**src/logic/dci_pkg.sv**
```systemverilog
// constants shared by the debug command interpreter files
package dci_pkg;
  // ****************************************************************
  // command codes
  // ****************************************************************
  localparam logic [7:0] CMD_REV = 8'h00;
  localparam logic [7:0] CMD_STAT = 8'h02;
  localparam logic [7:0] CMD_RTC = 8'h03;
  localparam logic [7:0] CMD_CTL_WR = 8'h04;
  localparam logic [7:0] CMD_CTL_RD = 8'h05;
  localparam logic [7:0] CMD_PC_WR = 8'h06;
  localparam logic [7:0] CMD_PC_RD = 8'h07;
  localparam logic [7:0] CMD_REG_WR = 8'h08;
  localparam logic [7:0] CMD_REG_RD = 8'h09;
  localparam logic [7:0] CMD_PM_WR = 8'h0a;
  localparam logic [7:0] CMD_PM_RD = 8'h0b;
  localparam logic [7:0] CMD_DM_WR = 8'h0c;
  localparam logic [7:0] CMD_DM_RD = 8'h0d;
  localparam logic [7:0] CMD_CRC = 8'h0e;
  localparam logic [7:0] CMD_STEP = 8'h10;
  localparam logic [7:0] CMD_STUFF = 8'h11;
  localparam logic [7:0] CMD_EXEC = 8'h12;

  // ****************************************************************
  // header lengths in bytes after the command code
  // ****************************************************************
  localparam logic [2:0] HDR_CTL = 3'h1;
  localparam logic [2:0] HDR_PC = 3'h2;
  localparam logic [2:0] HDR_REG = 3'h3;
  localparam logic [2:0] HDR_MEM = 3'h4;

  // ****************************************************************
  // control and status register layout
  // ****************************************************************
  localparam int CTL_DEBUG_BIT = 7;
  localparam int CTL_BRKEN_BIT = 6;
  localparam int CTL_ACK_BIT = 5;
  localparam int CTL_RST_BIT = 0;
  localparam logic [7:0] CTL_WMASK = 8'he1;
  localparam logic [7:0] CTL_RESET = 8'h00;
  localparam logic [15:0] RTC_RESET = 16'h0000;
  localparam logic [15:0] RTC_MAX = 16'hffff;
  localparam logic [7:0] ALL_ONES8 = 8'hff;
  localparam logic [15:0] ALL_ONES16 = 16'hffff;
  localparam logic [7:0] DEBUG_ACK_CHAR = 8'hff;
  localparam logic [15:0] REG_SIZE_ZERO = 16'h0100;

  // ****************************************************************
  // crc-ccitt
  // ****************************************************************
  localparam logic [15:0] CRC_POLY = 16'h1021;
  localparam logic [15:0] CRC_INIT = 16'hffff;

  // memory spaces reached by the transfer port
  typedef enum logic [1:0] {
    SPACE_REG,
    SPACE_PROG,
    SPACE_DATA
  } dci_space_e;
endpackage : dci_pkg

```
**src/logic/dci_core.sv**
```systemverilog
// debug command interpreter: decodes host byte frames and runs debugger commands
// Summary of operation
// - revision command returns 16-bit version, major byte then minor byte
// - status command returns the 8-bit status register as one byte
// - 16-bit runtime counter counts idle clocks outside debug from zero, saturates at maximum
// - memory, register and crc commands reuse the counter as index
// - counter read returns high byte then low byte
// - control write takes exactly one data byte into the control register
// - under readout protection a control write cannot clear the debug bit
// - control read returns the control register as one byte
// - pc write takes two bytes high first, dropped outside debug or protected
// - pc read returns pc high then low, all ones when gated
// - register write header: code, address high nibble, address low, size, data
// - register write dropped outside debug; protected allows flash regs, mass erase
// - register read returns size bytes, all ones outside debug or protected
// - program write drops data if flash locked, outside debug, or protected
// - program read returns size bytes, all ones outside debug or protected
// - data memory write drops data outside debug or protected, zero size 65536
// - data memory read all ones only outside debug; protection does not block
// - crc command reads program memory, returns crc high first, ones outside debug
// - step runs one instruction, ignored outside debug or protected
// - stuff hands host opcode to cpu for one step, ignored when gated
// - execute passes 1-7 bytes by insn_len; gated, consumes one byte only
// - control top bit set means debug state; clearing it restarts the cpu
// - link error aborts any command and requests a break back to host
`timescale 1ns/1ps
module dci_core #(
  parameter logic [15:0] VERSION = 16'h0100, // arbitrary value
  parameter logic [16:0] PROG_BYTES = 17'h10000,
  parameter logic [11:0] FLASH_REG_BASE = 12'hff0,
  parameter logic [11:0] FLASH_REG_LAST = 12'hff7,
  parameter logic [11:0] FLASH_CMD_ADDR = 12'hff0,
  parameter logic [7:0] MASS_ERASE_CODE = 8'h5e
) (
  input wire logic clk,
  input wire logic rst,
  input wire logic rx_valid,
  input wire logic [7:0] rx_data,
  input wire logic link_error,
  input wire logic tx_ready,
  output logic tx_valid,
  output logic [7:0] tx_data,
  output logic send_break,
  input wire logic readout_protect_option,
  input wire logic flash_unlocked,
  input wire logic cpu_halted,
  input wire logic brk_decoded,
  input wire logic reset_done,
  input wire logic [15:0] pc_value,
  input wire logic [2:0] insn_len,
  output logic debug_state_bit,
  output logic sys_reset_req,
  output logic pc_load,
  output logic [15:0] pc_wdata,
  output logic cpu_step,
  output logic cpu_stuff,
  output logic cpu_insn_valid,
  output logic cpu_insn_first,
  output logic [7:0] cpu_insn_data,
  output logic mem_req,
  output logic mem_we,
  output logic [1:0] mem_space,
  output logic [15:0] mem_addr,
  output logic [7:0] mem_wdata,
  input wire logic mem_ack,
  input wire logic [7:0] mem_rdata
);
  // ****************************************************************
  // state
  // ****************************************************************
  typedef enum {
    ST_IDLE, ST_HDR, ST_DISPATCH, ST_WR_WAIT, ST_WR_NEXT, ST_RD_ISSUE,
    ST_RD_NEXT, ST_MEM, ST_SEND, ST_CRC, ST_CRC_DONE, ST_EXEC_LEN, ST_EXEC_BYTE
  } dci_state_e;

  dci_state_e state, next_state, ret, next_ret;
  logic [7:0] cmd, next_cmd;
  logic [31:0] hdr, next_hdr;
  logic [2:0] left, next_left;
  logic [15:0] rtc, next_rtc;
  logic [7:0] debugger_control_register, next_ctl;
  logic [7:0] tx_q, next_tx_q;
  logic tx_two, next_tx_two;
  logic next_tx_valid, next_send_break, next_pc_load, next_step, next_stuff;
  logic next_insn_valid, next_insn_first, next_mem_req, next_mem_we;
  logic [7:0] next_tx_data, next_insn_data, next_mem_wdata;
  logic [15:0] next_pc_wdata, next_mem_addr;
  logic [1:0] next_mem_space;
  logic crc_init, crc_en;
  logic [15:0] crc_val;
  logic prot, dbg;
  logic [15:0] base_addr, xfer_size, cur_addr;
  logic last, wr_ok, rd_ok, flash_ok;
  logic [1:0] space;
  logic rep_go, rep_two;
  logic [15:0] rep_val;
  logic [7:0] debugger_status_register;

  dci_crc u_crc (
    .clk(clk),
    .rst(rst),
    .init(crc_init),
    .en(crc_en),
    .data(mem_rdata),
    .crc(crc_val)
  );

  assign prot = readout_protect_option;
  assign dbg = debugger_control_register[dci_pkg::CTL_DEBUG_BIT];
  assign debug_state_bit = debugger_control_register[dci_pkg::CTL_DEBUG_BIT];
  assign sys_reset_req = debugger_control_register[dci_pkg::CTL_RST_BIT];
  // bit 5 low means the protection option is in force
  assign debugger_status_register = {dbg, cpu_halted, ~prot, 5'h00};

  // ****************************************************************
  // transfer header decode and gating
  // ****************************************************************
  always_comb begin
    base_addr = hdr[31:16];
    xfer_size = hdr[15:0];
    space = dci_pkg::SPACE_DATA;
    if (cmd == dci_pkg::CMD_REG_WR || cmd == dci_pkg::CMD_REG_RD) begin
      base_addr = {4'h0, hdr[19:8]};
      xfer_size = (hdr[7:0] == 8'h00) ? dci_pkg::REG_SIZE_ZERO : {8'h00, hdr[7:0]};
      space = dci_pkg::SPACE_REG;
    end else if (cmd == dci_pkg::CMD_PM_WR || cmd == dci_pkg::CMD_PM_RD) begin
      space = dci_pkg::SPACE_PROG;
    end
    cur_addr = base_addr + rtc;
    // memory size zero wraps to 65536 through the 16-bit compare; register size zero is 256
    last = ((rtc + 16'h0001) == xfer_size);
    flash_ok = (cur_addr[11:0] >= FLASH_REG_BASE) && (cur_addr[11:0] <= FLASH_REG_LAST)
      && ((cur_addr[11:0] != FLASH_CMD_ADDR) || (rx_data == MASS_ERASE_CODE));
    case (cmd)
      dci_pkg::CMD_REG_WR: wr_ok = dbg && (!prot || flash_ok);
      dci_pkg::CMD_PM_WR: wr_ok = dbg && !prot && flash_unlocked;
      dci_pkg::CMD_DM_WR: wr_ok = dbg && !prot;
      default: wr_ok = 1'b0;
    endcase
    case (cmd)
      dci_pkg::CMD_DM_RD: rd_ok = dbg;
      default: rd_ok = dbg && !prot;
    endcase
  end

  // ****************************************************************
  // command sequencer
  // ****************************************************************
  always_comb begin
    next_state = state;
    next_ret = ret;
    next_cmd = cmd;
    next_hdr = hdr;
    next_left = left;
    next_rtc = rtc;
    next_ctl = debugger_control_register;
    next_tx_q = tx_q;
    next_tx_two = tx_two;
    next_tx_valid = tx_valid && !tx_ready;
    next_tx_data = tx_data;
    next_send_break = 1'b0;
    next_pc_load = 1'b0;
    next_pc_wdata = pc_wdata;
    next_step = 1'b0;
    next_stuff = 1'b0;
    next_insn_valid = 1'b0;
    next_insn_first = cpu_insn_first;
    next_insn_data = cpu_insn_data;
    next_mem_req = mem_req && !mem_ack;
    next_mem_we = mem_we;
    next_mem_space = mem_space;
    next_mem_addr = mem_addr;
    next_mem_wdata = mem_wdata;
    crc_init = 1'b0;
    crc_en = 1'b0;
    rep_go = 1'b0;
    rep_two = 1'b0;
    rep_val = 16'h0000;
    // reset request bit falls when the system reset completes
    if (reset_done) begin
      next_ctl[dci_pkg::CTL_RST_BIT] = 1'b0;
    end
    // the counter runs only while idle in normal mode, and restarts on leaving debug
    if (state == ST_IDLE && !dbg && rtc != dci_pkg::RTC_MAX) begin
      next_rtc = rtc + 16'h0001;
    end
    case (state)
      ST_IDLE: begin
        if (rx_valid) begin
          next_cmd = rx_data;
          next_hdr = 32'h0000_0000;
          case (rx_data)
            dci_pkg::CMD_REV: begin
              rep_go = 1'b1; rep_two = 1'b1; rep_val = VERSION;
            end
            dci_pkg::CMD_STAT: begin
              rep_go = 1'b1; rep_val = {8'h00, debugger_status_register};
            end
            dci_pkg::CMD_RTC: begin
              rep_go = 1'b1; rep_two = 1'b1; rep_val = rtc;
            end
            dci_pkg::CMD_CTL_RD: begin
              rep_go = 1'b1; rep_val = {8'h00, debugger_control_register};
            end
            dci_pkg::CMD_PC_RD: begin
              rep_go = 1'b1; rep_two = 1'b1;
              rep_val = (dbg && !prot) ? pc_value : dci_pkg::ALL_ONES16;
            end
            dci_pkg::CMD_CTL_WR: begin
              next_left = dci_pkg::HDR_CTL; next_state = ST_HDR;
            end
            dci_pkg::CMD_PC_WR: begin
              next_left = dci_pkg::HDR_PC; next_state = ST_HDR;
            end
            dci_pkg::CMD_REG_WR, dci_pkg::CMD_REG_RD: begin
              next_left = dci_pkg::HDR_REG; next_state = ST_HDR;
            end
            dci_pkg::CMD_PM_WR, dci_pkg::CMD_PM_RD, dci_pkg::CMD_DM_WR, dci_pkg::CMD_DM_RD: begin
              next_left = dci_pkg::HDR_MEM; next_state = ST_HDR;
            end
            dci_pkg::CMD_CRC: begin
              if (dbg) begin
                next_rtc = dci_pkg::RTC_RESET; crc_init = 1'b1; next_state = ST_CRC;
              end else begin
                rep_go = 1'b1; rep_two = 1'b1; rep_val = dci_pkg::ALL_ONES16;
              end
            end
            dci_pkg::CMD_STEP: next_step = dbg && !prot;
            dci_pkg::CMD_STUFF, dci_pkg::CMD_EXEC: next_state = ST_WR_WAIT;
            default: next_state = ST_IDLE;
          endcase
        end else if (brk_decoded && debugger_control_register[dci_pkg::CTL_BRKEN_BIT] && !dbg) begin
          next_ctl[dci_pkg::CTL_DEBUG_BIT] = 1'b1;
          if (debugger_control_register[dci_pkg::CTL_ACK_BIT] && !tx_valid) begin
            next_tx_valid = 1'b1;
            next_tx_data = dci_pkg::DEBUG_ACK_CHAR;
          end
        end
      end
      ST_HDR: begin
        if (rx_valid) begin
          next_hdr = {hdr[23:0], rx_data}; // high bytes arrive first
          next_left = left - 3'h1;
          if (left == 3'h1) begin
            next_rtc = dci_pkg::RTC_RESET;
            next_state = ST_DISPATCH;
          end
        end
      end
      ST_DISPATCH: begin
        next_state = ST_IDLE;
        case (cmd)
          dci_pkg::CMD_CTL_WR: begin
            next_ctl = hdr[7:0] & dci_pkg::CTL_WMASK;
            if (prot) begin
              next_ctl[dci_pkg::CTL_DEBUG_BIT] = hdr[dci_pkg::CTL_DEBUG_BIT] | dbg;
            end
            if (reset_done) begin
              next_ctl[dci_pkg::CTL_RST_BIT] = 1'b0;
            end
          end
          dci_pkg::CMD_PC_WR: begin
            next_pc_load = dbg && !prot;
            next_pc_wdata = hdr[15:0];
          end
          dci_pkg::CMD_REG_RD, dci_pkg::CMD_PM_RD, dci_pkg::CMD_DM_RD: next_state = ST_RD_ISSUE;
          default: next_state = ST_WR_WAIT;
        endcase
      end
      ST_WR_WAIT: begin
        if (rx_valid) begin
          next_insn_data = rx_data;
          next_insn_first = 1'b1;
          if (cmd == dci_pkg::CMD_STUFF) begin
            next_stuff = dbg && !prot;
            next_state = ST_IDLE;
          end else if (cmd == dci_pkg::CMD_EXEC) begin
            // gated execute eats just this byte
            next_insn_valid = dbg && !prot;
            next_state = (dbg && !prot) ? ST_EXEC_LEN : ST_IDLE;
          end else if (wr_ok) begin
            next_mem_req = 1'b1; next_mem_we = 1'b1; next_mem_space = space;
            next_mem_addr = cur_addr; next_mem_wdata = rx_data;
            next_state = ST_MEM;
          end else begin
            next_state = ST_WR_NEXT; // data dropped, frame still consumed
          end
        end
      end
      ST_WR_NEXT: begin
        next_rtc = rtc + 16'h0001;
        next_state = last ? ST_IDLE : ST_WR_WAIT;
      end
      ST_RD_ISSUE: begin
        if (rd_ok) begin
          next_mem_req = 1'b1; next_mem_we = 1'b0; next_mem_space = space;
          next_mem_addr = cur_addr;
          next_state = ST_MEM;
        end else begin
          next_tx_valid = 1'b1; next_tx_data = dci_pkg::ALL_ONES8; next_tx_two = 1'b0;
          next_ret = ST_RD_NEXT; next_state = ST_SEND;
        end
      end
      ST_RD_NEXT: begin
        next_rtc = rtc + 16'h0001;
        next_state = last ? ST_IDLE : ST_RD_ISSUE;
      end
      ST_MEM: begin
        if (mem_ack) begin
          if (mem_we) begin
            next_state = ST_WR_NEXT;
          end else begin
            next_tx_valid = 1'b1; next_tx_data = mem_rdata; next_tx_two = 1'b0;
            next_ret = ST_RD_NEXT; next_state = ST_SEND;
          end
        end
      end
      ST_SEND: begin
        if (tx_valid && tx_ready) begin
          if (tx_two) begin
            next_tx_valid = 1'b1; next_tx_data = tx_q; next_tx_two = 1'b0;
          end else begin
            next_state = ret;
          end
        end
      end
      ST_CRC: begin
        if (!mem_req) begin
          next_mem_req = 1'b1; next_mem_we = 1'b0; next_mem_space = dci_pkg::SPACE_PROG;
          next_mem_addr = rtc;
        end else if (mem_ack) begin
          crc_en = 1'b1;
          next_rtc = rtc + 16'h0001;
          if (({1'b0, rtc} + 17'h00001) == PROG_BYTES) begin
            next_state = ST_CRC_DONE;
          end
        end
      end
      ST_CRC_DONE: begin
        rep_go = 1'b1; rep_two = 1'b1; rep_val = crc_val;
      end
      ST_EXEC_LEN: begin
        next_insn_first = 1'b0;
        next_left = insn_len - 3'h1;
        next_state = (insn_len > 3'h1) ? ST_EXEC_BYTE : ST_IDLE;
      end
      ST_EXEC_BYTE: begin
        if (rx_valid) begin
          next_insn_valid = 1'b1; next_insn_data = rx_data;
          next_left = left - 3'h1;
          if (left == 3'h1) begin
            next_state = ST_IDLE;
          end
        end
      end
      default: next_state = ST_IDLE;
    endcase
    // fixed replies: first byte out now, second parked
    if (rep_go) begin
      next_tx_valid = 1'b1;
      next_tx_data = rep_two ? rep_val[15:8] : rep_val[7:0];
      next_tx_q = rep_val[7:0];
      next_tx_two = rep_two;
      next_ret = ST_IDLE;
      next_state = ST_SEND;
    end
    // leaving debug restarts the runtime count from zero
    if (dbg && !next_ctl[dci_pkg::CTL_DEBUG_BIT]) begin
      next_rtc = dci_pkg::RTC_RESET;
    end
    // a link error overrides everything; control register is kept
    if (link_error) begin
      next_state = ST_IDLE;
      next_tx_valid = 1'b0;
      next_mem_req = 1'b0;
      next_step = 1'b0;
      next_stuff = 1'b0;
      next_insn_valid = 1'b0;
      next_pc_load = 1'b0;
      next_send_break = 1'b1;
    end
  end

  // register the sequencer
  always_ff @(posedge clk) begin
    if (rst) begin
      state <= ST_IDLE;
      ret <= ST_IDLE;
      cmd <= 8'h00;
      hdr <= 32'h0000_0000;
      left <= 3'h0;
      rtc <= dci_pkg::RTC_RESET;
      debugger_control_register <= dci_pkg::CTL_RESET;
      tx_q <= 8'h00;
      tx_two <= 1'b0;
      tx_valid <= 1'b0;
      tx_data <= 8'h00;
      send_break <= 1'b0;
      pc_load <= 1'b0;
      pc_wdata <= 16'h0000;
      cpu_step <= 1'b0;
      cpu_stuff <= 1'b0;
      cpu_insn_valid <= 1'b0;
      cpu_insn_first <= 1'b0;
      cpu_insn_data <= 8'h00;
      mem_req <= 1'b0;
      mem_we <= 1'b0;
      mem_space <= 2'h0;
      mem_addr <= 16'h0000;
      mem_wdata <= 8'h00;
    end else begin
      state <= next_state;
      ret <= next_ret;
      cmd <= next_cmd;
      hdr <= next_hdr;
      left <= next_left;
      rtc <= next_rtc;
      debugger_control_register <= next_ctl;
      tx_q <= next_tx_q;
      tx_two <= next_tx_two;
      tx_valid <= next_tx_valid;
      tx_data <= next_tx_data;
      send_break <= next_send_break;
      pc_load <= next_pc_load;
      pc_wdata <= next_pc_wdata;
      cpu_step <= next_step;
      cpu_stuff <= next_stuff;
      cpu_insn_valid <= next_insn_valid;
      cpu_insn_first <= next_insn_first;
      cpu_insn_data <= next_insn_data;
      mem_req <= next_mem_req;
      mem_we <= next_mem_we;
      mem_space <= next_mem_space;
      mem_addr <= next_mem_addr;
      mem_wdata <= next_mem_wdata;
    end
  end
endmodule : dci_core

```
**src/logic/dci_crc.sv**
```systemverilog
// byte-wide crc-ccitt accumulator
`timescale 1ns/1ps
module dci_crc (
  input wire logic clk,
  input wire logic rst,
  input wire logic init,
  input wire logic en,
  input wire logic [7:0] data,
  output logic [15:0] crc
);
  logic [15:0] next_crc;

  // msb-first update, eight polynomial steps per byte
  always_comb begin
    logic [15:0] c;
    c = crc;
    for (int i = 7; i >= 0; i--) begin
      if (c[15] ^ data[i]) begin
        c = {c[14:0], 1'b0} ^ dci_pkg::CRC_POLY;
      end else begin
        c = {c[14:0], 1'b0};
      end
    end
    next_crc = crc;
    if (init) begin
      next_crc = dci_pkg::CRC_INIT;
    end else if (en) begin
      next_crc = c;
    end
  end

  // register
  always_ff @(posedge clk) begin
    if (rst) begin
      crc <= dci_pkg::CRC_INIT;
    end else begin
      crc <= next_crc;
    end
  end
endmodule : dci_crc

```
**config.mk**
```make
export PLATFORM = sky130hd
export DESIGN_NAME = dci_core
export DESIGN_NICKNAME = d
export VERILOG_FILES = /design/src/logic/dci_pkg.sv /design/src/logic/dci_core.sv /design/src/logic/dci_crc.sv
export SDC_FILE = /design/constraint.sdc
export NUM_CORES = 1
export LEC_CHECK = 0
export ABC_AREA = 1
export BUFFER_PORTS_ARGS = -buffer_cell sky130_fd_sc_hd__buf_2
export CORE_ASPECT_RATIO = 2
export CORE_UTILIZATION = 64
export DETAILED_ROUTE_END_ITERATION = 16
export PLACE_DENSITY = 0.86
export SETUP_SLACK_MARGIN = 0.1
export SLEW_MARGIN = 10
export SYNTH_ARGS = -nofsm -noshare
export SYNTH_HDL_FRONTEND = slang
export SYNTH_SLANG_ARGS = --single-unit
```
**constraint.sdc**
```tcl
create_clock -name clk -period 8.8 [get_ports clk]
set_clock_uncertainty 0.15 [all_clocks]
set_input_delay 0.44 -clock clk [delete_from_list [all_inputs] [get_ports clk]]
set_output_delay 0.44 -clock clk [all_outputs]
set_load 0.005 [all_outputs]
```
Word level (Yosys, flattened, before mapping)
Index checks and enable logic that the tools add are counted.
{"block": "classes", "reduce_logical": 69, "n_mux": 151, "shift": 0, "div": 0, "bitwise_logic": 27, "add_sub_neg": 5, "order_cmp": 3, "mul": 0, "n_eq_ne": 88}
{"op": "$mux W32", "n": 18}
{"op": "$pmux W32 S13", "n": 1}
{"op": "$mux W16", "n": 19}
{"op": "$eq A32 B4 Y1 const B", "n": 5}
{"op": "$eq A32 B3 Y1 const B", "n": 4}
{"op": "$pmux W32 S2", "n": 2}
{"op": "$pmux W32 S4", "n": 1}
{"op": "$eq A8 B4 Y1 const B", "n": 13}
{"op": "$mux W13", "n": 8}
{"op": "$pmux W16 S6", "n": 1}
{"op": "$mux W8", "n": 11}
{"op": "$eq A32 B2 Y1 const B", "n": 2}
{"op": "$logic_not A32 Y1", "n": 2}
{"op": "$pmux W16 S4", "n": 1}
{"op": "$ne A3 B3 Y1 const B", "n": 20}
{"op": "$mux W1", "n": 49}
{"op": "$eq A8 B3 Y1 const B", "n": 6}
{"op": "$pmux W16 S3", "n": 1}
{"op": "$ne A2 B2 Y1 const B", "n": 21}
{"op": "$eq A8 B5 Y1 const B", "n": 5}
{"op": "$eq A32 B1 Y1 const B", "n": 1}
{"op": "$pmux W16 S2", "n": 1}
{"op": "$pmux W8 S4", "n": 1}
{"op": "$reduce_and A15 Y1", "n": 2}
{"op": "other kinds (52)", "n": 148}
{"block": "word_totals", "regBits": 219, "ramBits": 0, "latch_bits": 0, "mem_bits_ro": 0, "input_bits": 46, "mem_count": 0, "output_inout_bits": 69}

Longest topological paths before layout
Gate-level depths: netlist of run 1.
{"block": "depth", "depth_word": 16, "depth_mapped": 28, "mapped_depth_nobuf": 26}

Modules after synthesis
From an unflattened synthesis of run 1, not the netlist that was laid out.
{"block": "hier_totals", "hier_cells": 1601, "area_unflattened_um2": 10064.7}
{"module": "dci_core", "area_each_um2": 9078.7, "n_inst": 1, "cells_per_inst": 1439, "seq_area_each_um2": 2882.8}
{"module": "dci_crc", "area_each_um2": 985.9, "n_inst": 1, "cells_per_inst": 162, "seq_area_each_um2": 320.3}

Worst setup path after synthesis of run 1
OpenSTA, ideal clock, no wires.
{"block": "synth_timing", "path_type": "reg-to-reg", "from": "register cmd[2]", "to": "register mem_addr[12]", "arrival_time_ps": 3124, "setup_time_ps": 113, "path_slack_ps": 5413, "path_stages_with_launch": 25, "cell_sequence": "dfxtp_1 -> nor2_4 -> nand4_1 -> buf_2 -> clkbuf_1 -> o21ai_0 -> ha_1 -> fa_1 -> nand3_1 -> nand2_2 -> nand2_1 -> nand2_1 -> nand2_1 -> nand3_1 -> nor2_1 -> nand3_1 -> nand2_1 -> nand2_2 -> nand2_2 -> nand2_2 -> nand2_4 -> nand2_4 -> buf_6 -> o21ai_1 -> nor2_1"}
{"block": "synth_via", "elab_chain_cells": 12}
{"item": "start: declaration", "line_no": "dci_core.sv:77", "rtl": "logic [7:0] cmd, next_cmd;"}
{"item": "start signal: assignment", "line_no": "dci_core.sv:414", "rtl": "cmd <= next_cmd;"}
{"item": "$eq A8 B4 Y1 (on tied branches)", "line_no": "dci_core.sv:122, dci_core.sv:134"}
{"item": "$logic_or A1 B1 Y1", "line_no": "dci_core.sv:122", "rtl": "if (cmd == dci_pkg::CMD_REG_WR || cmd == dci_pkg::CMD_REG_RD) begin"}
{"item": "$mux W16", "line_no": "dci_core.sv:122"}
{"item": "$add A16 B16 Y16", "line_no": "dci_core.sv:129", "rtl": "cur_addr = base_addr + rtc;"}
{"item": "$ge A12 B12 Y1 (tied with other cells)", "line_no": "dci_core.sv:132", "rtl": "flash_ok = (cur_addr[11:0] >= FLASH_REG_BASE) && (cur_addr[11:0] <= FLASH_REG_LAST)"}
{"item": "$logic_and A1 B1 Y1 or $logic_or A1 B1 Y1 (tied branches)", "line_no": "dci_core.sv:132, dci_core.sv:133"}
{"item": "$logic_and A1 B1 Y1", "line_no": "dci_core.sv:133", "rtl": "&& ((cur_addr[11:0] != FLASH_CMD_ADDR) || (rx_data == MASS_ERASE_CODE));"}
{"item": "$logic_or A1 B1 Y1", "line_no": "dci_core.sv:135", "rtl": "dci_pkg::CMD_REG_WR: wr_ok = dbg && (!prot || flash_ok);"}
{"item": "$logic_and A1 B1 Y1", "line_no": "dci_core.sv:135"}
{"item": "$pmux W1 S3", "line_no": "dci_core.sv:134", "rtl": "case (cmd)"}
{"item": "$ne A2 B2 Y1 (no line)"}
{"item": "$reduce_and A7 Y1 (no line)"}
{"item": "end signal: assignment", "line_no": "dci_core.sv:434", "rtl": "mem_addr <= next_mem_addr;"}
{"item": "end: declaration", "line_no": "dci_core.sv:63", "rtl": "output logic [15:0] mem_addr,"}
Several ways; a longest one is shown, not always the timed one. The select of a mux whose other input is x is not followed.
A chain may end at the register's enable or synchronous reset.

Worst setup path in the final report of run 1
{"block": "layout_timing", "from": "register cmd[3]", "to": "register mem_we"}
{"block": "layout_via", "elab_chain_cells": 12}
{"item": "$eq A8 B4 Y1 (on tied branches)", "line_no": "dci_core.sv:122, dci_core.sv:134"}
{"item": "$logic_or A1 B1 Y1", "line_no": "dci_core.sv:122"}
{"item": "$mux W16", "line_no": "dci_core.sv:122"}
{"item": "$add A16 B16 Y16", "line_no": "dci_core.sv:129"}
{"item": "$ge A12 B12 Y1 (tied with other cells)", "line_no": "dci_core.sv:132"}
{"item": "$logic_and A1 B1 Y1 or $logic_or A1 B1 Y1 (tied branches)", "line_no": "dci_core.sv:132, dci_core.sv:133"}
{"item": "$logic_and A1 B1 Y1", "line_no": "dci_core.sv:133"}
{"item": "$logic_or A1 B1 Y1", "line_no": "dci_core.sv:135"}
{"item": "$logic_and A1 B1 Y1", "line_no": "dci_core.sv:135"}
{"item": "$pmux W1 S3", "line_no": "dci_core.sv:134"}
{"item": "$ne A2 B2 Y1 (no line)"}
{"item": "$reduce_and A7 Y1 (no line) (*)"}
{"item": "end signal: assignment", "line_no": "dci_core.sv:432", "rtl": "mem_we <= next_mem_we;"}
{"item": "end: declaration", "line_no": "dci_core.sv:61", "rtl": "output logic mem_we,"}
Mark *: on every way between the ends. The rest lies on a longest branch, timed or not.

==> results of run 1 <==
power by group through the flow:
| stage | Sequential (mW) | Combinational, mW | Clock, mW |
|---|---|---|---|
| after floorplan | 0.762 | 0.107 | 0 |
| after global placement | 0.769 | 0.160 | 0 |
| after detailed placement | 0.770 | 0.161 | 0 |
| after CTS | 0.753 | 0.163 | 0.779 |
| after global routing | 0.755 | 0.182 | 0.812 |
| final | 0.754 | 0.171 | 0.785 |
final timing paths:
path / cells after the start / end
worst max register to register: 23 / mem_we
worst min register to register: 2 / mem_wdata[5]
worst max-delay path: 23 / mem_we
worst min-delay path: 2 / debugger_control_register[0]
through the flow:
| stage | worst slack [ns] | instance area (um^2) | instances |
|---|---|---|---|
| after floorplan | 5.41 | 9890 | 1516 |
| after global placement | 4.86 | 10500 | 1780 |
| after detailed placement | 4.83 | 10500 | 1780 |
| after CTS | 4.78 | 11100 | 1812 |
| after global routing | 4.44 | 11100 | 1812 |
| final | 4.72 | 11100 | 1812 |
per-layer routing:
layer | wire length (um) | share of wire [%] | GRT usage (%) | vias up
li1 | - | - | - | 5212
met1 | 11600 | 32 | 43.2 | 5119
met2 | 18500 | 50 | 80.7 | 663
met3 | 2750 | 7.5 | 9.13 | 219
met4 | 3910 | 11 | 43.4 | 0
met5 | 0 | 0 | 0 | -
sequential cells by signal, summed over array words and instances (netlist names), 8 cells and up:
register and flops:
rtc 16, tx_q 8, mem_addr 16, cmd 8
u_crc.crc 16, tx_data 8, cpu_insn_data 8, hdr 32
pc_wdata 16, mem_wdata 8
cells by family after synthesis:
logic type,Yosys count
fa+ha+maj,22
compound gates,400
simple gates,644
xor+xnor,23
buf+inv,267
flops,160
layout make-up:
type                    count  area, um^2  area share [%]
multi-input cells        1089        5620            50.7
clock inverters            13         164            1.48
well taps                 198         248            2.23
repair buffers            121         623            5.61
clock buffers              19         443            3.99
inverters                 212         798            7.19
flip-flops and latches    160        3200            28.8
layout by cell type, fill, tap and decap left out, types with 6 or more instances in the layout:
cell and n:
nand4_1 23, clkbuf_16 17, nand2_2 16, a21oi_1 133, nand3_1 77, dfxtp_1 160
buf_4 7, o21ai_0 135, o21ai_1 19, nor2_1 168, ha_1 21, nor3_1 17
a221oi_1 9, buf_2 114, inv_2 10, nor2_4 9, nand2_1 310, a211oi_1 30
o211ai_1 20, o21a_1 8, xor2_1 11, nor2_2 6, xnor2_1 12, inv_1 200
o22ai_1 10
==> metrics.yaml, run 1 <==
status: "finished clean"
finalCritPeriodShare_pct: 46.4
num-fill-cells: 1337
post_cts.repair.setup_buffers: 0
peakVddDrop_uv: 165
wl_per_cell_um: 20.3
p_seq_share_pct: 44.1
clockPowerShare_pct: 45.9
cts.path.max_buffers: 2
worst_hold_path_type: "in2reg"
yosysWarnings: 0
viasPerCell: 6.19
rsz0062_at_grt: "false"
muxShareOfSynthArea_pct: 0
slew_headroom_pct: 22.0
cts.repair.resized: 0
power.leakage_nw: 5.00
cellInternalPower_mw: 1.22
postSynth.asyncResetShare_pct: 0
die_width_um: 89.9
synth_top_area_share_pct: 32.4
yosys.area_share.simple_pct: 28.3
yosysMostFrequentCell: "nand2_1"
ys_seq_area_share_pct: 32.4
synth_fa_ha_area_share_pct: 2.86
p_switching_mw: 0.486
crit_start: "cmd[3]"
drv_cap: 0
rr_startpoint: "cmd[3]"
finalMaxSlewViolations: 0
yosys-top-cells-area: "dfxtp_1, nand2_1, inv_1"
cp-start-kind: "register"
synth_compound_area_share_pct: 23.6
required_ns: 8.98
worst_hold_slack_ns: 0.0572
synthToLayoutAreaGrowth_pct: 12.2
fmax_mhz: 245
hold_violations: 0
grt_start_max_net_pins: 56
yosysTopAreaCell: "dfxtp_1"
grt_pass1_vias: 10500
io_pins: 115
crit_path_cell_trace: "inv_1, nor2_4, nand4_1, buf_4, o21ai_0, ha_1, fa_1, nor2_1, nand3_1, a21oi_1, nor2_1, nand3_1, nor2_1, nand3_1, nand2_1, nand2_2, nand2_2, nand2_2, nand2_4, nand2_4, inv_4, nor2_1, nor2_1"
drtAntennaViolNets: 0
drive_gt1_share_pct: 12.9
cts_hold_buf: 0
grt_usage_pct: 45.4
min_from: "reset_done"
n_antenna_cell: 0
vias: 11200
synthCells: 1516
p_per_area_mw_per_mm2: 154
root_buffer: "clkbuf_16"
syn_avg_cell_area_um2: 6.53
antenna_found_initial: 0
grt_pass1_wl_um: 55200
path_class: "reg2reg"
end_kind: "register"
start_util_pct: 65.0
clkSinkCount: 160
synth-main-ff-cell: "dfxtp_1"
cts_tree: "done"
synth_xor_area_share_pct: 2.04
reg2reg_slack_ns: 4.72
clkLatencyLatePin_ns: 0.44
synth_top_family_by_area: "simple AND/OR/NAND/NOR gates"
firstDrtPassIters: 8
rows: 64
dp_hpwl_um: 27600
path_buf_inv: 3
cts_max_level: 4
worstMarginPinSlew_ns: 1.17
overflow: 0
cp_slowest_cell: "fa_1"
crit_arrival_ns: 4.26
synth_edf_count: 0
synth_common_cells: "nand2_1, inv_1, nor2_1"
synth_seq_cells: 160
drt_iter0_markers: 968
drc: 0
fin_util_pct: 73.0
layout_min_cycle_time_ns: 4.08
wl_um: 36800
power_mw: 1.71
p_sw_share_pct: 28.4
slowest_delay_ns: 0.46
crit_family: "simple AND/OR/NAND/NOR gates"
combPwrFrac_pct: 10.0
clkTransAtPathRegs_ns: 0.07
setup_viol: 0
syn_nets: 1584
tns_ns: 0
ys_types: 55
die_area_mm2: 0.0160
numCtsBuffers: 17
critPathMaxFanout: 33
synth_area_mm2: 0.00989
port_buffers: 114
nNetsFinal: 1669
gp_congestion: 1.03
die_height_um: 178
cp_common_cell: "nor2_1"
core_mm2: 0.0152
No activity file was read; power rests on OpenSTA's default activity.
==> run 2: changes to the inputs <==
Settings changed: CORE_UTILIZATION 64 to 59, PLACE_DENSITY 0.86 to 0.8.
Clock period 8.8 ns to 4.25 ns, I/O delays scaled along.
==> metrics.yaml, run 2 (synthesis gave the netlist of run 1 again) <==
num-fill-cells: 1522  # +14%
crit_start: "cmd[3]"
start_util_pct: 60.5  # -4.5 points
slowest_delay_ns: 0.38  # -0.08 ns
die_height_um: 185  # +4.1%
die_area_mm2: 0.0173  # +8.3%
finalMaxSlewViolations: 0  # unchanged
required_ns: 4.47  # -4.51 ns
cts.path.max_buffers: 2  # unchanged
cts_tree: "done"
worst_hold_path_type: "in2reg"
viasPerCell: 6.05  # -2.3%
largest-register: "hdr"
cp_slowest_cell: "dfxtp_1"
grt_start_max_net_pins: 56  # unchanged
wl_um: 36200  # -1.4%
min_from: "rx_data[2]"
numCtsBuffers: 17  # unchanged
n_antenna_cell: 0  # unchanged
clkSinkCount: 160  # unchanged
post_cts.repair.setup_buffers: 0  # unchanged
end_kind: "register"
cellInternalPower_mw: 2.43  # +98%
root_buffer: "clkbuf_16"
combPwrFrac_pct: 10.6  # +0.6 points
cp_common_cell: "nand2_1"
wl_per_cell_um: 19.7  # -2.9%
grt_pass1_wl_um: 54200  # -1.7%
p_sw_share_pct: 30.2  # +1.8 points
power.leakage_nw: 5.09  # +1.8%
vias: 11100  # -0.77%
reg2regPathDepth: 23  # unchanged
p_seq_share_pct: 44.7  # +0.6 points
drive_gt1_share_pct: 13.9  # +0.99 points
hold_violations: 0  # unchanged
synthToLayoutAreaGrowth_pct: 14.5
path_class: "reg2reg"
port_buffers: 114  # unchanged
cp-start-kind: "register"
core_mm2: 0.0164  # +7.5%
io_pins: 115  # unchanged
tns_ns: 0  # unchanged
multiInputGateArea_mm2: 0.00565  # +0.53%
worstMarginPinSlew_ns: 0.835  # -0.333 ns
seq_area_mm2: 0.00320  # unchanged
antenna_found_initial: 0  # unchanged
rows: 66  # +3.1%
drtAntennaViolNets: 0  # unchanged
fmax_mhz: 253  # +3.1%
nNetsFinal: 1691  # +1.3%
rsz0062_at_grt: "false"
clockPowerShare_pct: 44.7  # -1.2 points
final_cell_mix: "nand2_1, inv_1, nor2_1"
finalCritPeriodShare_pct: 93.1  # +47 points
clkTransAtPathRegs_ns: 0.08  # about the same
holdPathEnd: "cpu_insn_data[2]"
layout_min_cycle_time_ns: 3.96  # -0.125 ns
hold-path-cell-count: 3  # +1
grt_pass1_vias: 10700  # +1.7%
rr_startpoint: "cmd[3]"
overflow: 0  # unchanged
status: "finished clean"
slew_headroom_pct: 44.2  # +22 points
fin_util_pct: 69.3  # -3.7 points
drv_cap: 0  # unchanged
reg2reg_slack_ns: 0.29  # -4.43 ns
power_mw: 3.48  # +100%
clkLatencyLatePin_ns: 0.44  # about the same
crit_path_cell_trace: "inv_1, nor2_4, nand4_1, buf_4, o21ai_0, ha_1, a21oi_2, nand2_1, nand2_1, nand3_1, nand2_1, nand2_1, nor2_1, nand3_1, nand2_1, nand2_2, nand2_2, nand2_2, nand2_4, nand2_8, inv_6, nor2_1, nor2_1"
drt_iter0_markers: 812  # -16%
final_common_cell: "nand2_1"
drc: 0  # unchanged
dp_hpwl_um: 27700  # +0.56%
p_switching_mw: 1.05  # +120%
peakVddDrop_uv: 306  # +86%
cts_max_level: 4  # unchanged
largest_register_ffs: 32  # unchanged
die_width_um: 93.6  # +4.1%
p_per_area_mw_per_mm2: 307  # +99%
crit_arrival_ns: 4.18  # -0.08 ns
setup_viol: 0  # unchanged
gp_congestion: 1.03  # +0.48%
firstDrtPassIters: 5  # -3
r2r_end: "mem_we"
grt_usage_pct: 41.7  # -3.7 points
critPathMaxFanout: 33  # unchanged
## run 2: per-layer routing
metal	wire length, um	track usage [%]
met5	0	0
met3	2130	5.50
met4	3830	40.7
met1	11900	40.2
met2	18400	73.9
## run 2: layout make-up
cell class                      instances  area share (%)
Multi-Input combinational cell       1089            49.9
Sequential cell                       160            28.3
Timing Repair Buffer                  143            7.25
Inverter                              212            7.07
Clock buffer                           17            3.76
Tap cell                              204            2.25
Clock inverter                         15            1.46
## run 2: critical path: cells and delay by family (launching register included)
kind	cells	cell delay [ns]
adder cells (fa/ha/maj)	1	0.38
buffers and inverters	3	0.53
AND/OR/NAND/NOR	17	1.81
AO/OA/AOI/OAI	2	0.63
flip-flops	1	0.38
## run 2: power groups by stage
stage / Combinational (mW) / Sequential [mW] / Clock, mW
floorplan: 0.221 / 1.58 / 0
global placement: 0.344 / 1.59 / 0
detailed placement: 0.349 / 1.59 / 0
CTS: 0.358 / 1.55 / 1.54
global route: 0.395 / 1.56 / 1.60
finish: 0.370 / 1.55 / 1.55
## run 2: per-stage QoR
step,hold slack [ns],std cells,setup slack (ns),area [um^2]
after floorplan,0.152,1516,0.863,9890
after global placement,0.277,1800,0.265,10600
after detailed placement,0.275,1800,0.218,10600
after CTS,0.0111,1840,0.148,11300
after global routing,0.0293,1840,0.127,11300
final,0.0178,1840,0.293,11300
## run 2: what timing repair did
item	4_1_cts	5_1_grt
hold buffers	8	0
gates resized for setup	0	8
hold endpoints to repair	11	0
setup endpoints to repair	0	30
## run 2: worst max path at each step
stage	endpoint	depth (start not counted)
after global placement	mem_addr[4]	25
after detailed placement	mem_addr[2]	23
after CTS	mem_we	23
after floorplan	mem_space[1]	24
final	mem_we	23
after global routing	mem_space[1]	23
==> run 3: changes to the inputs <==
Settings changed: PLACE_DENSITY 0.8 to 0.84.
==> metrics.yaml, run 3 (synthesis gave the netlist of run 1 again) <==
status: "finished clean"
rr_startpoint: "cmd[3]"
drc: 0  # unchanged
grt_start_max_net_pins: 56  # unchanged
start_util_pct: 60.5  # unchanged
power.leakage_nw: 5.09  # about the same
p_switching_mw: 1.01  # -4.1%
cp-start-kind: "register"
finalMaxSlewViolations: 0  # unchanged
p_sw_share_pct: 28.8  # -1.4 points
fmax_mhz: 257  # +1.8%
crit_path_cell_trace: "inv_1, nor2_4, nand4_1, buf_4, o21ai_0, ha_1, fa_2, nor2_1, nand3_1, a21oi_1, nor2_1, nand3_1, nor2_1, nand3_1, nand2_1, nand2_2, nand2_2, nand2_2, nand2_4, nand2_4, inv_6, nor2_1, nor2_1"
die_area_mm2: 0.0173  # unchanged
cts.path.max_buffers: 2  # unchanged
gp_congestion: 1.06  # +2.2%
wl_um: 38400  # +5.9%
numCtsBuffers: 17  # unchanged
port_buffers: 114  # unchanged
grt_pass1_vias: 10800  # +1.2%
drt_iter0_markers: 890  # +9.6%
tns_ns: 0  # unchanged
final_cell_mix: "nand2_1, inv_1, nor2_1"
crit_cells: 23  # unchanged
clkTransAtPathRegs_ns: 0.07  # about the same
die_height_um: 185  # unchanged
dp_hpwl_um: 29400  # +5.9%
layout_min_cycle_time_ns: 3.89  # -0.0686 ns
reg2regPathDepth: 23  # unchanged
wl_per_cell_um: 20.9  # +5.9%
worstMarginPinSlew_ns: 0.858  # +0.0224 ns
power_mw: 3.49  # +0.34%
cp_slowest_cell: "fa_2"
use_met2_pct: 77.9  # +3.9 points
p_seq_share_pct: 44.7  # about the same
post_cts.repair.setup_buffers: 0  # unchanged
drv_cap: 0  # unchanged
cellInternalPower_mw: 2.48  # +2.3%
worst_hold_path_type: "in2reg"
vias: 11400  # +2.0%
finalCritPeriodShare_pct: 91.5  # -1.6 points
p_per_area_mw_per_mm2: 309  # +0.54%
cts_tree: "done"
core_mm2: 0.0164  # unchanged
r2r_end: "mem_addr[7]"
final_common_cell: "nand2_1"
drive_gt1_share_pct: 13.8  # -0.12 points
slowest_delay_ns: 0.50  # +0.12 ns
clockPowerShare_pct: 44.8  # about the same
min_from: "rx_data[3]"
grt_pass1_wl_um: 56700  # +4.5%
clkSinkCount: 160  # unchanged
rows: 66  # unchanged
critPathMaxFanout: 33  # unchanged
crit_arrival_ns: 4.07  # -0.11 ns
setup_viol: 0  # unchanged
nNetsFinal: 1692  # +0.059%
end_kind: "register"
slew_headroom_pct: 42.7  # -1.5 points
clkLatencyLatePin_ns: 0.45  # about the same
cts_max_level: 4  # unchanged
rsz0062_at_grt: "false"
n_antenna_cell: 0  # unchanged
holdPathEnd: "mem_wdata[3]"
largest_register_ffs: 32  # unchanged
hold_violations: 0  # unchanged
path_buf_inv: 3  # unchanged
firstDrtPassIters: 6  # +1
synthToLayoutAreaGrowth_pct: 14.2
hold-path-cell-count: 3  # unchanged
grt_usage_pct: 44.4  # +2.7 points
overflow: 0  # unchanged
final-instance-count-excl-fill: 1840  # unchanged
grt_use_met3_pct: 9.20  # +3.7 points
num-fill-cells: 1554  # +2.1%
io_pins: 115  # unchanged
peakVddDrop_uv: 368  # +20%
dp.cells: 1800  # unchanged
fin_util_pct: 69.1  # -0.14 points
seq_area_mm2: 0.00320  # unchanged
cp_common_cell: "nor2_1"
path_class: "reg2reg"
viasPerCell: 6.17  # +2.0%
combPwrFrac_pct: 10.4  # -0.2 points
crit_family: "simple AND/OR/NAND/NOR gates"
multiInputGateArea_mm2: 0.00564  # -0.20%
reg2reg_slack_ns: 0.36  # +0.07 ns
drtAntennaViolNets: 0  # unchanged
antenna_found_initial: 1  # +1
required_ns: 4.43  # -0.04 ns
die_width_um: 93.6  # unchanged
largest-register: "hdr"
busiest_layer: "met2"
root_buffer: "clkbuf_16"
grt_use_met1_pct: 40.5  # +0.31 points
## run 3: power groups by stage
stage / registers, mW / logic [mW] / clock network, mW
after floorplan: 1.58 / 0.221 / 0
after global placement: 1.59 / 0.339 / 0
after detailed placement: 1.59 / 0.342 / 0
after CTS: 1.56 / 0.351 / 1.56
after global routing: 1.56 / 0.389 / 1.62
final: 1.56 / 0.364 / 1.56
## run 3: cell type report
cell class	count	share of cell area, %
Multi-Input combinational cell	1089	49.9
Sequential cell	160	28.3
Timing Repair Buffer	144	7.24
Inverter	212	7.09
Clock buffer	18	3.89
Tap cell	204	2.26
Clock inverter	13	1.26
## run 3: repair_timing
item	in CTS	in global routing
endpoints found under the hold margin	14	0
setup endpoints to repair	0	30
hold buffers	9	0
gates resized for setup	0	5
## run 3: worst min-delay path, delay by kind of cell
| family | cells | cell delay [ns] |
|---|---|---|
| compound gates | 2 | 0.21 |
| buf+inv | 1 | 0.16 |
## run 3: layer usage
| metal | part of all wire [%] | wire, um | up-vias |
|---|---|---|---|
| met5 | 0.034 | 13 | - |
| met4 | 11 | 4330 | 2 |
| met3 | 7.0 | 2680 | 262 |
| met2 | 50 | 19200 | 596 |
| met1 | 32 | 12100 | 5225 |
| li1 | - | - | 5265 |
## run 3: worst max-delay path by stage
stage / startpoint / to / slack, ns
global route: cmd[3] / mem_addr[7] / 0.12
CTS: cmd[3] / mem_wdata[2] / 0.30
detailed placement: cmd[3] / mem_wdata[6] / 0.31
floorplan: cmd[2] / mem_space[1] / 0.86
global placement: cmd[3] / mem_wdata[4] / 0.31
finish: cmd[3] / mem_addr[7] / 0.36
## run 3: through the flow
stage | area [um^2] | hold slack [ns] | setup WS (ns)
CTS | 11300 | 0.0268 | 0.296
detailed placement | 10600 | 0.253 | 0.309
floorplan | 9890 | 0.152 | 0.863
global placement | 10600 | 0.242 | 0.313
global route | 11300 | 0.0736 | 0.118
finish | 11300 | 0.0360 | 0.362
